===== src/hw/scl_pkg.sv =====
// Package for the strap and standalone configuration loader.
// Assumes a single 125 MHz clock domain and synchronous active-low reset.
package scl_pkg;

   // ==========================================================
   // Register commands
   localparam logic [7:0] CMD_PIN_STATUS = 8'h11;
   localparam logic [7:0] CMD_OPER_MODE = 8'h12;
   localparam logic [7:0] CMD_DET_CLS_EN = 8'h14;
   localparam logic [7:0] CMD_GLOBAL_RESET = 8'h1a;
   localparam logic [7:0] CMD_POWER_ALLOC = 8'h29;

   // ==========================================================
   // Field positions
   localparam int STANDALONE_BIT = 7;
   localparam int STRAP_LSB = 3;
   localparam int BANK_BIT = 2;
   localparam int GLOBAL_RESET_BIT = 7;
   localparam int PORT_RESET_LSB = 0;

   // ==========================================================
   // Addresses and reset values
   localparam logic [1:0] ADDR_FIXED = 2'h1;
   localparam logic [6:0] ADDR_BROADCAST = 7'h7f;
   localparam logic [7:0] OPER_MODE_RESET = 8'h00;
   localparam logic [7:0] ALL_ONES = 8'hff;
   localparam logic [7:0] ALL_ZEROS = 8'h00;

   // ==========================================================
   // Power allocation presets per strap resistor
   localparam logic [7:0] ALLOC_2P15 = 8'h00;
   localparam logic [7:0] ALLOC_2P30 = 8'h33;
   localparam logic [7:0] ALLOC_4P30 = 8'hbb;
   localparam logic [7:0] ALLOC_4P45 = 8'hcc;
   localparam logic [7:0] ALLOC_4P60 = 8'hdd;
   localparam logic [7:0] ALLOC_4P75 = 8'hee;
   localparam logic [7:0] ALLOC_4P90 = 8'hff;

   // Measured mode-select resistor as reported by the analog front end
   typedef enum logic [2:0] {
      STRAP_OPEN, STRAP_124K, STRAP_62K, STRAP_35K7,
      STRAP_22K6, STRAP_15K8, STRAP_11K, STRAP_7K7
   } scl_strap_type;

   // Channel operating mode encodings
   typedef enum logic [1:0] {
      MODE_OFF = 2'h0, MODE_MANUAL = 2'h1, MODE_SEMIAUTO = 2'h2, MODE_AUTO = 2'h3
   } scl_mode_type;

   // Preset bundle loaded at power up
   typedef struct packed {
      logic standalone;
      logic [7:0] oper_mode;
      logic [7:0] det_cls_en;
      logic [7:0] power_alloc;
   } scl_preset_type;

   // Register access from the bus engine
   typedef struct packed {
      logic wr;
      logic rd;
      logic [7:0] cmd;
      logic [7:0] wdata;
   } scl_req_type;

endpackage : scl_pkg


===== src/hw/scl_preset_decode.sv =====
// Maps the measured mode-select resistor to register presets.
// Assumes the strap code is stable whenever it is sampled.
module scl_preset_decode (
   input wire scl_pkg::scl_strap_type strap,
   output scl_pkg::scl_preset_type preset
);

   wire scl_pkg::scl_preset_type open_set;
   wire [7:0] alloc;

   assign open_set = '{1'b0, scl_pkg::ALL_ZEROS, scl_pkg::ALL_ZEROS, scl_pkg::ALL_ZEROS};
   assign alloc = (strap == scl_pkg::STRAP_124K) ? scl_pkg::ALLOC_2P15 :
                  (strap == scl_pkg::STRAP_62K) ? scl_pkg::ALLOC_2P30 :
                  (strap == scl_pkg::STRAP_35K7) ? scl_pkg::ALLOC_4P30 :
                  (strap == scl_pkg::STRAP_22K6) ? scl_pkg::ALLOC_4P45 :
                  (strap == scl_pkg::STRAP_15K8) ? scl_pkg::ALLOC_4P60 :
                  (strap == scl_pkg::STRAP_11K) ? scl_pkg::ALLOC_4P75 :
                  scl_pkg::ALLOC_4P90;
   // Same allocation for every port
   assign preset = (strap == scl_pkg::STRAP_OPEN) ? open_set :
                   '{1'b1, scl_pkg::ALL_ONES, scl_pkg::ALL_ONES, alloc};

endmodule : scl_preset_decode


===== src/hw/scl_strap_config_loader.sv =====
// Strap and standalone configuration loader for one register bank.
// Assumes a bus engine that presents decoded command accesses and
// a power-up pulse from supply monitoring (both supplies above UVLO).
//
// Behaviour
// - Pin status bit 7 shows standalone
// - Standalone bit shown only in lower bank
// - Bits 6-3 mirror address straps
// - Bank bit is address LSB
// - Answer broadcast address all ones
// - Standalone runs ports with no host
// - Valid resistor: standalone, same allocation everywhere
// - Open pin: disabled, presets all zero
// - 124k: modes on, allocation zeros
// - 62k: allocation 0011 each nibble
// - 35.7k: allocation 1011 each nibble
// - 22.6k: allocation 1100 each nibble
// - 15.8k: allocation 1101 each nibble
// - 11k: allocation 1110 each nibble
// - 7.7k: all three registers ones
// - Higher class demoted to strapped power
// - Bus stays fully usable in standalone
// - Sample resistor only at power up
// - ROM standalone: pin and global resets re-arm; port resets leave ports off
// - SRAM standalone: resets leave ports off
// - Mode register 12h, two bits/channel
// - Mode codes off/manual/semiauto/auto
module scl_strap_config_loader #(
   parameter logic BANK = 1'b0
) (
   input wire logic clock,
   input wire logic rst_n,
   input wire logic power_up,
   input wire scl_pkg::scl_strap_type mode_select_strap,
   input wire logic [3:0] address_strap_pins,
   input wire logic sram_programmed,
   input wire logic [6:0] bus_address,
   input wire scl_pkg::scl_req_type req,
   input wire logic mode_off_cmd,
   input wire logic [3:0] load_class,
   output logic address_match,
   output logic [7:0] rdata,
   output logic rdata_valid,
   output logic [7:0] channel_operating_mode,
   output logic [7:0] det_cls_enable,
   output logic [7:0] power_allocation,
   output logic standalone_active,
   output logic [3:0] port_run,
   output logic [3:0] granted_class
);

   // ==========================================================
   // Preset decode
   scl_pkg::scl_preset_type preset;

   scl_preset_decode u_decode (
      .strap(mode_select_strap),
      .preset(preset)
   );

   // ==========================================================
   // Address formation
   logic [3:0] strap_address_bits;
   wire channel_bank_select;
   wire [6:0] own_address;

   assign channel_bank_select = BANK;
   assign own_address = {scl_pkg::ADDR_FIXED, strap_address_bits, channel_bank_select};
   assign address_match = (bus_address == own_address) ||
                          (bus_address == scl_pkg::ADDR_BROADCAST);

   // ==========================================================
   // Register access decode
   wire wr_mode;
   wire wr_enable;
   wire wr_alloc;
   wire wr_reset;
   wire global_reset_bit;
   wire [3:0] port_reset_bits;
   wire any_reset;

   assign wr_mode = req.wr && (req.cmd == scl_pkg::CMD_OPER_MODE);
   assign wr_enable = req.wr && (req.cmd == scl_pkg::CMD_DET_CLS_EN);
   assign wr_alloc = req.wr && (req.cmd == scl_pkg::CMD_POWER_ALLOC);
   assign wr_reset = req.wr && (req.cmd == scl_pkg::CMD_GLOBAL_RESET);
   assign global_reset_bit = wr_reset && req.wdata[scl_pkg::GLOBAL_RESET_BIT];
   assign port_reset_bits = wr_reset ? req.wdata[scl_pkg::PORT_RESET_LSB +: 4] : 4'h0;
   assign any_reset = global_reset_bit || !rst_n;

   // ==========================================================
   // Power-up sampling
   logic standalone_q;
   logic [3:0] strap_q;
   logic [7:0] mode_q;
   logic [7:0] mode_d;
   logic [7:0] enable_q;
   logic [7:0] alloc_q;
   logic [7:0] mode_preset_q;
   logic [7:0] enable_preset_q;

   // Straps captured only on power up; reset pin and reset bit leave them
   always_ff @(posedge clock) begin
      if (power_up) begin
         standalone_q <= preset.standalone;
         strap_q <= address_strap_pins;
         mode_preset_q <= preset.oper_mode;
         enable_preset_q <= preset.det_cls_en;
      end
   end

   assign strap_address_bits = strap_q;

   // ==========================================================
   // Channel mode register with per-port off and reset handling
   logic [3:0] port_off;
   logic [7:0] rearm_mask;

   always_comb begin
      mode_d = mode_q;
      port_off = port_reset_bits;
      if (mode_off_cmd || global_reset_bit) begin
         port_off = 4'hf;
      end
      for (int ch = 0; ch < 4; ch++) begin
         if (port_off[ch]) begin
            mode_d[2*ch +: 2] = scl_pkg::MODE_OFF;
         end
      end
      if (wr_mode) begin
         mode_d = req.wdata;
      end
   end

   // ROM build rearms into the strapped preset, SRAM build stays off
   assign rearm_mask = (standalone_q && !sram_programmed) ? mode_preset_q : 8'h00;

   always_ff @(posedge clock) begin
      if (power_up) begin
         mode_q <= preset.oper_mode;
         enable_q <= preset.det_cls_en;
         alloc_q <= preset.power_alloc;
      end else if (any_reset) begin
         mode_q <= scl_pkg::OPER_MODE_RESET | rearm_mask;
         enable_q <= (standalone_q && !sram_programmed) ? enable_preset_q : 8'h00;
      end else begin
         mode_q <= mode_d;
         if (wr_enable) begin
            enable_q <= req.wdata;
         end
         if (wr_alloc) begin
            alloc_q <= req.wdata;
         end
      end
   end

   assign channel_operating_mode = mode_q;
   assign det_cls_enable = enable_q;
   assign power_allocation = alloc_q;
   assign standalone_active = standalone_q;

   // ==========================================================
   // Port activity: automatic mode runs discovery with no host
   for (genvar ch = 0; ch < 4; ch++) begin : g_run
      wire scl_pkg::scl_mode_type channel_mode_pair;
      assign channel_mode_pair = scl_pkg::scl_mode_type'(mode_q[2*ch +: 2]);
      assign port_run[ch] = (channel_mode_pair == scl_pkg::MODE_AUTO) &&
                            enable_q[ch] && enable_q[ch+4];
   end

   // ==========================================================
   // Class demotion against the strapped allocation
   logic [3:0] class_cap;

   always_comb begin
      unique case (alloc_q[3:0])
         4'h0: class_cap = 4'h3;
         4'h3: class_cap = 4'h4;
         4'hb: class_cap = 4'h4;
         4'hc: class_cap = 4'h5;
         4'hd: class_cap = 4'h6;
         4'he: class_cap = 4'h7;
         default: class_cap = 4'h8;
      endcase
   end

   assign granted_class = (load_class > class_cap) ? class_cap : load_class;

   // ==========================================================
   // Read data
   wire [7:0] pin_status;
   wire standalone_shown;
   logic [7:0] rdata_d;
   logic [7:0] rdata_q;
   logic rvalid_q;

   assign standalone_shown = standalone_q && (channel_bank_select == 1'b0);
   assign pin_status = {standalone_shown, strap_q, channel_bank_select, 2'h0};

   always_comb begin
      unique case (req.cmd)
         scl_pkg::CMD_PIN_STATUS: rdata_d = pin_status;
         scl_pkg::CMD_OPER_MODE: rdata_d = mode_q;
         scl_pkg::CMD_DET_CLS_EN: rdata_d = enable_q;
         scl_pkg::CMD_POWER_ALLOC: rdata_d = alloc_q;
         default: rdata_d = 8'h00;
      endcase
   end

   always_ff @(posedge clock) begin
      if (!rst_n) begin
         rdata_q <= 8'h00;
         rvalid_q <= 1'b0;
      end else begin
         rdata_q <= req.rd ? rdata_d : rdata_q;
         rvalid_q <= req.rd;
      end
   end

   assign rdata = rdata_q;
   assign rdata_valid = rvalid_q;

endmodule : scl_strap_config_loader


===== config.mk =====
export PLATFORM = sky130hd
export DESIGN_NAME = scl_strap_config_loader
export DESIGN_NICKNAME = d
export VERILOG_FILES = /design/src/hw/scl_pkg.sv /design/src/hw/scl_preset_decode.sv /design/src/hw/scl_strap_config_loader.sv
export SDC_FILE = /design/constraint.sdc
export NUM_CORES = 1
export LEC_CHECK = 0
export BUFFER_PORTS_ARGS = -buffer_cell sky130_fd_sc_hd__buf_2
export CAP_MARGIN = 20
export CORE_MARGIN = 3
export CORE_UTILIZATION = 40
export CTS_BUF_LIST = sky130_fd_sc_hd__clkbuf_4 sky130_fd_sc_hd__clkbuf_8 sky130_fd_sc_hd__clkbuf_16
export DETAILED_ROUTE_END_ITERATION = 16
export PLACE_DENSITY = 0.72
export SLEW_MARGIN = 20
export SYNTH_ARGS = -nofsm -noshare
export SYNTH_HDL_FRONTEND = slang
export SYNTH_SLANG_ARGS = --single-unit

===== constraint.sdc =====
create_clock -name clock -period 3.1 [get_ports clock]
set_clock_uncertainty 0.15 [all_clocks]
set_input_delay 0.62 -clock clock [delete_from_list [all_inputs] [get_ports clock]]
set_output_delay 0.62 -clock clock [all_outputs]
set_load 0.01 [all_outputs]

==> metrics.cfg, run 1 <==
[global_route]
grt_pass1_wl_um = 9232
track_usage_pct = 19.05
grt_pass1_vias = 1878
grt-ovfl-total = 0
antenna_found_initial = 0
grt_max_degree = 19

[setup_path]
worstPathMaxFanout = 5
startpoint = power_allocation[2]$_DFFE_PP_
cp.required_ns = 2.33
rr_startpoint = mode_preset_q[6]$_DFFE_PP_
cp_slowest_cell = edfxtp_1
cp_common_cell = a21oi_2
arrival_ns = 2.51
crit_end = granted_class[1]
rr_endpoint = det_cls_enable[7]$_DFFE_PP_
r2r_cells = 4
r2r_setup_slack_ns = 1.26
cp-end-kind = output pin
path_class = reg -> out
cpPeakStageDelay_ns = 0.48
start_kind = register
cp_cell_sequence = or3_4, a21oi_4, a21oi_2, ha_1, nor2b_4, o21ai_2, a21oi_2, buf_4, mux2i_1, buf_2

[yosys]
post-synth-top-count-cell = edfxtp_1
synth-warning-count = 0
syn_area_per_cell_um2 = 11.12
synth_area_leaders = edfxtp_1 40%, dfxtp_1 8.3%, a21o_1 4.1%, nor4b_4 3.3%, a21oi_1 3.2%
ys_seq_area_share_pct = 48.22
syn-cell-area_mm2 = 0.002180
syn-instance-count = 196
synth_flop_cell = edfxtp_1
syn_nets = 241
synth_top_area_share_pct = 39.95
synth_top_area_cell = edfxtp_1
synth_edf_count = 29
synthTopCellsByCount = 29 x edfxtp_1, 17 x nand2_1, 14 x a21oi_1
ys_types = 48
synthArstFlopShare_pct = 0
synth_seq_cells = 38

[pwr]
powerDensity_mw_per_mm2 = 444.3
p_leak_nw = 1.302
p_total_mw = 1.274
vdd_ir_drop_max_uv = 281.8
share_comb_of_total_power_pct = 23.1
swShare_pct = 28.52
p_switching_mw = 0.3633
internal_power_mw = 0.9103
seqPwrFrac_pct = 49.4
pwr-share-clk_pct = 27.5

[sta]
period_needed_ns = 3.284
timing_hold_violations_final = 0
fmax_ghz = 0.3045
rsz0062_at_grt = true
setup_ws_ns = -0.1839
drv_slew = 0
fin_crit_sh_pct = 105.9
max_slew_margin_pct = 62.92
holdWs_ns = 0.2934
setup-violations-final = 4
tightest_slew_ns = 0.5551

[routing]
postRouteAntennaNets = 0
first_pass_iters = 4
post-route-drc-count = 0
drt_iter0_drc = 140
wirelength_um = 5917
wl_per_cell_um = 16.26
vias = 1948
viasPerCell = 5.352

[clock_network]
htree_levels = 2
cts_tree = done
clk_pin_slew_worst_paths_ns = 0.08
cts_buffers = 5
cts_sinks = 38
clockRootBuffer = clkbuf_8
clockBufferDepth = 2
insertion_delay_ns = 0.29

[floorplanning]
die_h_um = 79.82
ios = 84
start_util_pct = 42.14
die_w_um = 79.82
row_count = 26
coreArea_mm2 = 0.005172
dieArea_mm2 = 0.006370

[layout]
multi_input_area_mm2 = 0.001071
regArea_mm2 = 0.001051
layout.nets = 338
fill_cells = 463
antenna_cells = 0
syn_to_final_growth_pct = 31.52
drive_gt1_share_pct = 42.18
fin_util_pct = 55.42

[placement]
place_congestion = 0.8207
portBuffers = 83
hpwl_um = 4588
dpl_worst_slack_ns = 0.06997

[min_path]
hp-class = reg -> reg
hold_start = rdata[7]$_SDFFE_PN0P_

[status]
status = finished with violations
violations = negative setup slack

[run]
maxCapViolCount = 0

## area by class of cell
class                      instances  area share (%)
clock buffer                       7           2.924
clock inverter                     1          0.2619
inverter                          12           1.571
multi-input combinational        139           37.36
sequential                        38           36.67
tap                               70           3.055
timing repair buffer              97           18.16
## worst max-delay path: cells and delay by family (launching register included)
family,cells,cell delay [ns]
flops,1,0.48
simple gates,2,0.53
fa+ha+maj,1,0.31
buf+inv,2,0.30
compound gates,4,0.41
mux,1,0.18
## worst min-delay path by stage
stage	end	slack, ns	depth (start not counted)
2_1_floorplan	rdata[0]$_SDFFE_PN0P_	0.32	2
3_3_place_gp	rdata[4]$_SDFFE_PN0P_	0.29	2
3_5_place_dp	rdata[7]$_SDFFE_PN0P_	0.29	2
4_1_cts	rdata[7]$_SDFFE_PN0P_	0.30	2
5_1_grt	strap_address_bits[1]$_DFFE_PP_	0.33	1
6_report	rdata[7]$_SDFFE_PN0P_	0.29	2
## power by group through the flow
| stage | sequential (mW) | combinational [mW] | clock (mW) |
|---|---|---|---|
| final | 0.630 | 0.294 | 0.350 |
| after global routing | 0.633 | 0.321 | 0.390 |
| after floorplan | 0.646 | 0.123 | 0 |
| after CTS | 0.629 | 0.279 | 0.363 |
| after global placement | 0.641 | 0.257 | 0 |
| after detailed placement | 0.641 | 0.262 | 0 |
## through the flow
step | area, µm² | instances | TNS, ns
3_3_place_gp | 2685 | 349 | 0
6_report | 2867 | 364 | -0.6962
2_1_floorplan | 2180 | 196 | 0
5_1_grt | 2867 | 364 | -1.137
4_1_cts | 2825 | 361 | -0.6373
3_5_place_dp | 2685 | 349 | 0
## cells by family (layout without fill, tap and decap cells)
logic type | Yosys count | count (layout) | share of synthesized area (%)
XOR/XNOR | 5 | 5 | 2.010
AND/OR/NAND/NOR | 61 | 61 | 19.63
AO/OA/AOI/OAI | 64 | 64 | 21.13
adder cells (fa/ha/maj) | 4 | 4 | 2.296
buffers and inverters | 19 | 117 | 4.362
flip-flops | 38 | 38 | 48.22
multiplexers | 5 | 5 | 2.354
## layout by cell type, fill, tap and decap left out, types with 4 or more instances in the layout
master	n
edfxtp_1	29
clkbuf_8	5
ha_1	4
a21oi_1	11
dfxtp_1	9
a222oi_1	5
and3_1	4
buf_4	14
a21o_1	12
buf_2	83
nor2_1	9
a22o_1	5
inv_1	11
mux2i_1	4
o21ai_0	5
o21ai_1	9
and4_1	5
nand2_1	16
## flip-flops by register name, summed over array words and instances, names as in the netlist
signal and count:
mode_preset_q 1, det_cls_enable 8, strap_address_bits 4, rdata_valid 1, rdata 8, channel_operating_mode 8, power_allocation 8
## layer usage
metal,GRT usage (%),share of wire [%]
met3,4.628,6.6
met1,24.42,42
met4,6.757,1.1
met5,0,0
met2,31.22,50
## what timing repair did
| action | 4_1_cts | 5_1_grt |
|---|---|---|
| endpoints found under the setup margin | 4 | 4 |
| setup buffers | 4 | 3 |
| pin swaps | 1 | 1 |
| hold buffers | 0 | 0 |
| resized for setup | 6 | 4 |
No activity file was read; power rests on OpenSTA's default activity.
==> run 2: changes to the inputs <==
CTS_BUF_LIST = unset   (was sky130_fd_sc_hd__clkbuf_4 sky130_fd_sc_hd__clkbuf_8 sky130_fd_sc_hd__clkbuf_16)
==> metrics.cfg, run 2 (synthesis gave the netlist of run 1 again) <==
[status]
status = finished with violations
violations = negative setup slack

[floorplanning]
coreArea_mm2 = 0.005172
row_count = 26
die_h_um = 79.82
ios = 84
die_w_um = 79.82
dieArea_mm2 = 0.006370
start_util_pct = 42.14

[placement]
dpl_worst_slack_ns = 0.06997
portBuffers = 83
dpl_cell_area_mm2 = 0.002685
place_congestion = 0.8207
hpwl_um = 4588

[pwr]
vdd_ir_drop_max_uv = 282.1
powerDensity_mw_per_mm2 = 439.5
p_leak_nw = 1.295

[global_route]
track_usage_pct = 19.03
grt-ovfl-total = 0
antenna_found_initial = 0
grt_max_degree = 19
grt_pass1_vias = 1878
grt_pass1_wl_um = 9218

[routing]
post-route-drc-count = 0
wirelength_um = 5897
wl_per_cell_um = 16.20
postRouteAntennaNets = 0
drt_iter0_drc = 133
first_pass_iters = 4
vias = 1923
viasPerCell = 5.283

[setup_path]
arrival_ns = 2.52
crit_end = granted_class[1]
r2r_cells = 4
cp.required_ns = 2.33
r2r_setup_slack_ns = 1.27
worstPathMaxFanout = 5
startpoint = power_allocation[2]$_DFFE_PP_
start_kind = register
cp-end-kind = output pin
rr_startpoint = mode_preset_q[6]$_DFFE_PP_
path_class = reg -> out
rr_endpoint = det_cls_enable[7]$_DFFE_PP_

[layout]
final_cell_area_mm2 = 0.002859
syn_to_final_growth_pct = 31.17
final_cell_mix = 83 x buf_2, 29 x edfxtp_1, 16 x nand2_1, 14 x buf_4, 12 x a21o_1
antenna_cells = 0
drive_gt1_share_pct = 41.50
layout.nets = 338
final_common_cell = buf_2
fin_util_pct = 55.27

[clock_network]
cts_buffers = 5
cts_tree = done
insertion_delay_ns = 0.29
cts_sinks = 38
htree_levels = 2
clockRootBuffer = clkbuf_8
hold_buffers = 0
clockBufferDepth = 2
clk_pin_slew_worst_paths_ns = 0.08

[sta]
period_needed_ns = 3.288
setup_ws_ns = -0.1880
holdWs_ns = 0.2934
fin_crit_sh_pct = 106.1
tns_ns = -0.7123
timing_hold_violations_final = 0
fmax_ghz = 0.3041
drv_slew = 0
rsz0062_at_grt = true
setup-violations-final = 4
tightest_slew_ns = 0.5553
max_slew_margin_pct = 62.90

[min_path]
hp-class = reg -> reg

[run]
maxCapViolCount = 0

## run 2: changes by cell type in the layout (fill, tap and decap cells not counted)
cell	delta
clkbuf_1	+2
clkbuf_4	-2
## run 2: critical path: stages, from the launching register on
cell      delay [ns]
edfxtp_1        0.48
or3_4           0.39
a21oi_4         0.14
a21oi_2         0.06
ha_1            0.31
nor2b_4         0.15
o21ai_2         0.06
a21oi_2         0.15
buf_4           0.15
mux2i_1         0.18
buf_2           0.15
## run 2: where the power goes
group	total [mW]	internal, mW	switching (mW)
sequential	0.630	0.594	0.0353
combinational	0.294	0.139	0.155
clock	0.333	0.159	0.174
## run 2: how the worst min path moves through the flow
| stage | cells past startpoint | end | slack [ns] | start |
|---|---|---|---|---|
| floorplan | 2 | rdata[0]$_SDFFE_PN0P_ | 0.32 | rdata[0]$_SDFFE_PN0P_ |
| global placement | 2 | rdata[4]$_SDFFE_PN0P_ | 0.29 | rdata[4]$_SDFFE_PN0P_ |
| detailed placement | 2 | rdata[7]$_SDFFE_PN0P_ | 0.29 | rdata[7]$_SDFFE_PN0P_ |
| CTS | 2 | rdata[7]$_SDFFE_PN0P_ | 0.30 | rdata[7]$_SDFFE_PN0P_ |
| global route | 1 | strap_address_bits[1]$_DFFE_PP_ | 0.33 | address_strap_pins[1] |
| finish | 2 | rdata[7]$_SDFFE_PN0P_ | 0.29 | rdata[7]$_SDFFE_PN0P_ |
## run 2: routing by layer
layer | track usage, % | share of wire [%] | up-vias
met4 | 6.757 | 1.8 | 0
li1 | - | - | 948
met5 | 0 | 0 | -
met3 | 4.628 | 6.2 | 8
met1 | 24.35 | 43 | 903
met2 | 31.22 | 49 | 64
## run 2: final cells by class
| class | count | area, µm² |
|---|---|---|
| Multi-Input combinational cell | 139 | 1071 |
| Timing Repair Buffer | 97 | 520.5 |
| Clock buffer | 7 | 76.32 |
| Clock inverter | 1 | 7.507 |
| Inverter | 12 | 45.04 |
| Fill cell | 464 | 2313 |
| Tap cell | 70 | 87.58 |
| Sequential cell | 38 | 1051 |
## run 2: what timing repair did
| action | CTS | global route |
|---|---|---|
| setup buffers | 4 | 3 |
| gates resized for setup | 6 | 4 |
| pin swaps | 1 | 1 |
| setup endpoints to repair | 4 | 4 |
| gates cloned | 0 | 0 |
## run 2: metrics by stage
step / total power, mW / std cells
floorplan: 0.7697 / 196
global placement: 0.8976 / 349
detailed placement: 0.9033 / 349
CTS: 1.253 / 361
global route: 1.326 / 364
finish: 1.257 / 364
==> run 3: changes to the inputs <==
CELL_PAD_IN_SITES_DETAIL_PLACEMENT = 1   (was unset)
CELL_PAD_IN_SITES_GLOBAL_PLACEMENT = 2   (was unset)
CORE_UTILIZATION = 30   (was 40)
PLACE_DENSITY = 0.85   (was 0.72)
==> metrics.cfg, run 3 (synthesis gave the netlist of run 1 again) <==
[layout]
layout.nets = 338
fin_util_pct = 42.50
final_common_cell = buf_2
fill_cells = 835
syn_to_final_growth_pct = 34.67
final_cell_mix = 83 x buf_2, 29 x edfxtp_1, 16 x nand2_1, 14 x buf_4, 12 x a21o_1
fin_cells = 389
drive_gt1_share_pct = 43.00
final_cell_area_mm2 = 0.002935
antenna_cells = 0

[setup_path]
r2r_cells = 4
rr_endpoint = det_cls_enable[2]$_DFFE_PP_
cp_slowest_cell = edfxtp_1
cpPeakStageDelay_ns = 0.44
startpoint = power_allocation[3]$_DFFE_PP_
path_class = reg -> out
arrival_ns = 2.51
start_kind = register
worstPathMaxFanout = 3
cp-end-kind = output pin
cp_cell_sequence = or3_4, a21oi_4, a21oi_2, ha_1, nor2b_4, o21ai_2, a21oi_2, buf_4, mux2i_1, buf_2
r2r_setup_slack_ns = 1.25
cp.required_ns = 2.33
crit_end = granted_class[1]
cp_common_cell = a21oi_2
rr_startpoint = mode_preset_q[6]$_DFFE_PP_

[status]
violations = negative setup slack
status = finished with violations

[sta]
setup-violations-final = 4
tightest_slew_ns = 0.5421
fmax_ghz = 0.3045
timing_hold_violations_final = 0
holdWs_ns = 0.2977
max_slew_margin_pct = 63.79
drv_slew = 0
fin_crit_sh_pct = 105.9
rsz0062_at_grt = true
period_needed_ns = 3.284
setup_ws_ns = -0.1837
tns_ns = -0.6485

[global_route]
track_usage_pct = 16.99
grt_pass1_vias = 2025
grt_pass1_wl_um = 11030
grt-ovfl-total = 0
grt_max_degree = 19
antenna_found_initial = 0

[pwr]
vdd_ir_drop_max_uv = 233.1
powerDensity_mw_per_mm2 = 460.5
p_total_mw = 1.352
p_leak_nw = 1.308

[placement]
place_congestion = 0.8222
portBuffers = 83
dpl_worst_slack_ns = 0.09730
dpl_cell_area_mm2 = 0.002733
dp.cells = 377
hpwl_um = 5488

[clock_network]
clockRootBuffer = clkbuf_8
htree_levels = 2
hold_buffers = 0
cts_tree = done
cts_buffers = 5
insertion_delay_ns = 0.30
clockBufferDepth = 2
cts_sinks = 38
clk_pin_slew_worst_paths_ns = 0.07

[routing]
vias = 1990
wl_per_cell_um = 18.15
viasPerCell = 5.116
first_pass_iters = 5
postRouteAntennaNets = 0
post-route-drc-count = 0
wirelength_um = 7059
drt_iter0_drc = 104

[floorplanning]
die_w_um = 91.24
start_util_pct = 31.56
ios = 84
coreArea_mm2 = 0.006907
dieArea_mm2 = 0.008324
row_count = 30
die_h_um = 91.24

[min_path]
hp-class = reg -> reg

[run]
maxCapViolCount = 0

-- run 3: what timing repair did --
| item | CTS | global route |
|---|---|---|
| endpoints found under the setup margin | 4 | 4 |
| buffers inserted | 4 | 1 |
| gates resized for setup | 9 | 4 |
| pin swaps | 0 | 0 |
-- run 3: cell type report --
type	instances	area [µm²]	share of cell area, %
tap	96	120.1	4.092
inverter	12	45.04	1.535
clock inverter	2	33.78	1.151
timing repair buffer	97	520.5	17.73
clock buffer	5	68.82	2.344
multi-input combinational	139	1096	37.34
sequential	38	1051	35.81
-- run 3: worst min path at each step --
stage                            end  slack [ns]  depth (start not counted)                  start
3_5_place_dp   rdata[7]$_SDFFE_PN0P_        0.30                          2  rdata[7]$_SDFFE_PN0P_
6_report       rdata[4]$_SDFFE_PN0P_        0.30                          2  rdata[4]$_SDFFE_PN0P_
3_3_place_gp   rdata[0]$_SDFFE_PN0P_        0.29                          2  rdata[0]$_SDFFE_PN0P_
2_1_floorplan  rdata[0]$_SDFFE_PN0P_        0.32                          2  rdata[0]$_SDFFE_PN0P_
5_1_grt        rdata[5]$_SDFFE_PN0P_        0.32                          2  rdata[5]$_SDFFE_PN0P_
4_1_cts        rdata[7]$_SDFFE_PN0P_        0.30                          2  rdata[7]$_SDFFE_PN0P_
-- run 3: worst max-delay path, delay by kind of cell, from the launching register on --
family	cells	cell delay [ns]
AOI/OAI and AO/OA	4	0.39
adders and majority gates	1	0.30
buffers and inverters	2	0.31
DFF	1	0.44
muxes	1	0.19
and+or+nand+nor	2	0.57
-- run 3: metal layers --
metal | track usage, % | routed length [µm] | part of all wire [%] | vias to the layer above
li1 | - | - | - | 943
met2 | 28.20 | 3550 | 50 | 70
met3 | 4.640 | 416 | 5.9 | 10
met5 | 0 | 0 | 0 | -
met1 | 21.81 | 3006 | 43 | 967
met4 | 4.397 | 85 | 1.2 | 0
-- run 3: where the power goes --
| part | internal [mW] | switching [mW] | total (mW) | leakage (nW) |
|---|---|---|---|---|
| Combinational | 0.143 | 0.165 | 0.308 | 0.890 |
| Clock | 0.233 | 0.178 | 0.410 | 0.0517 |
| Sequential | 0.595 | 0.0386 | 0.633 | 0.367 |
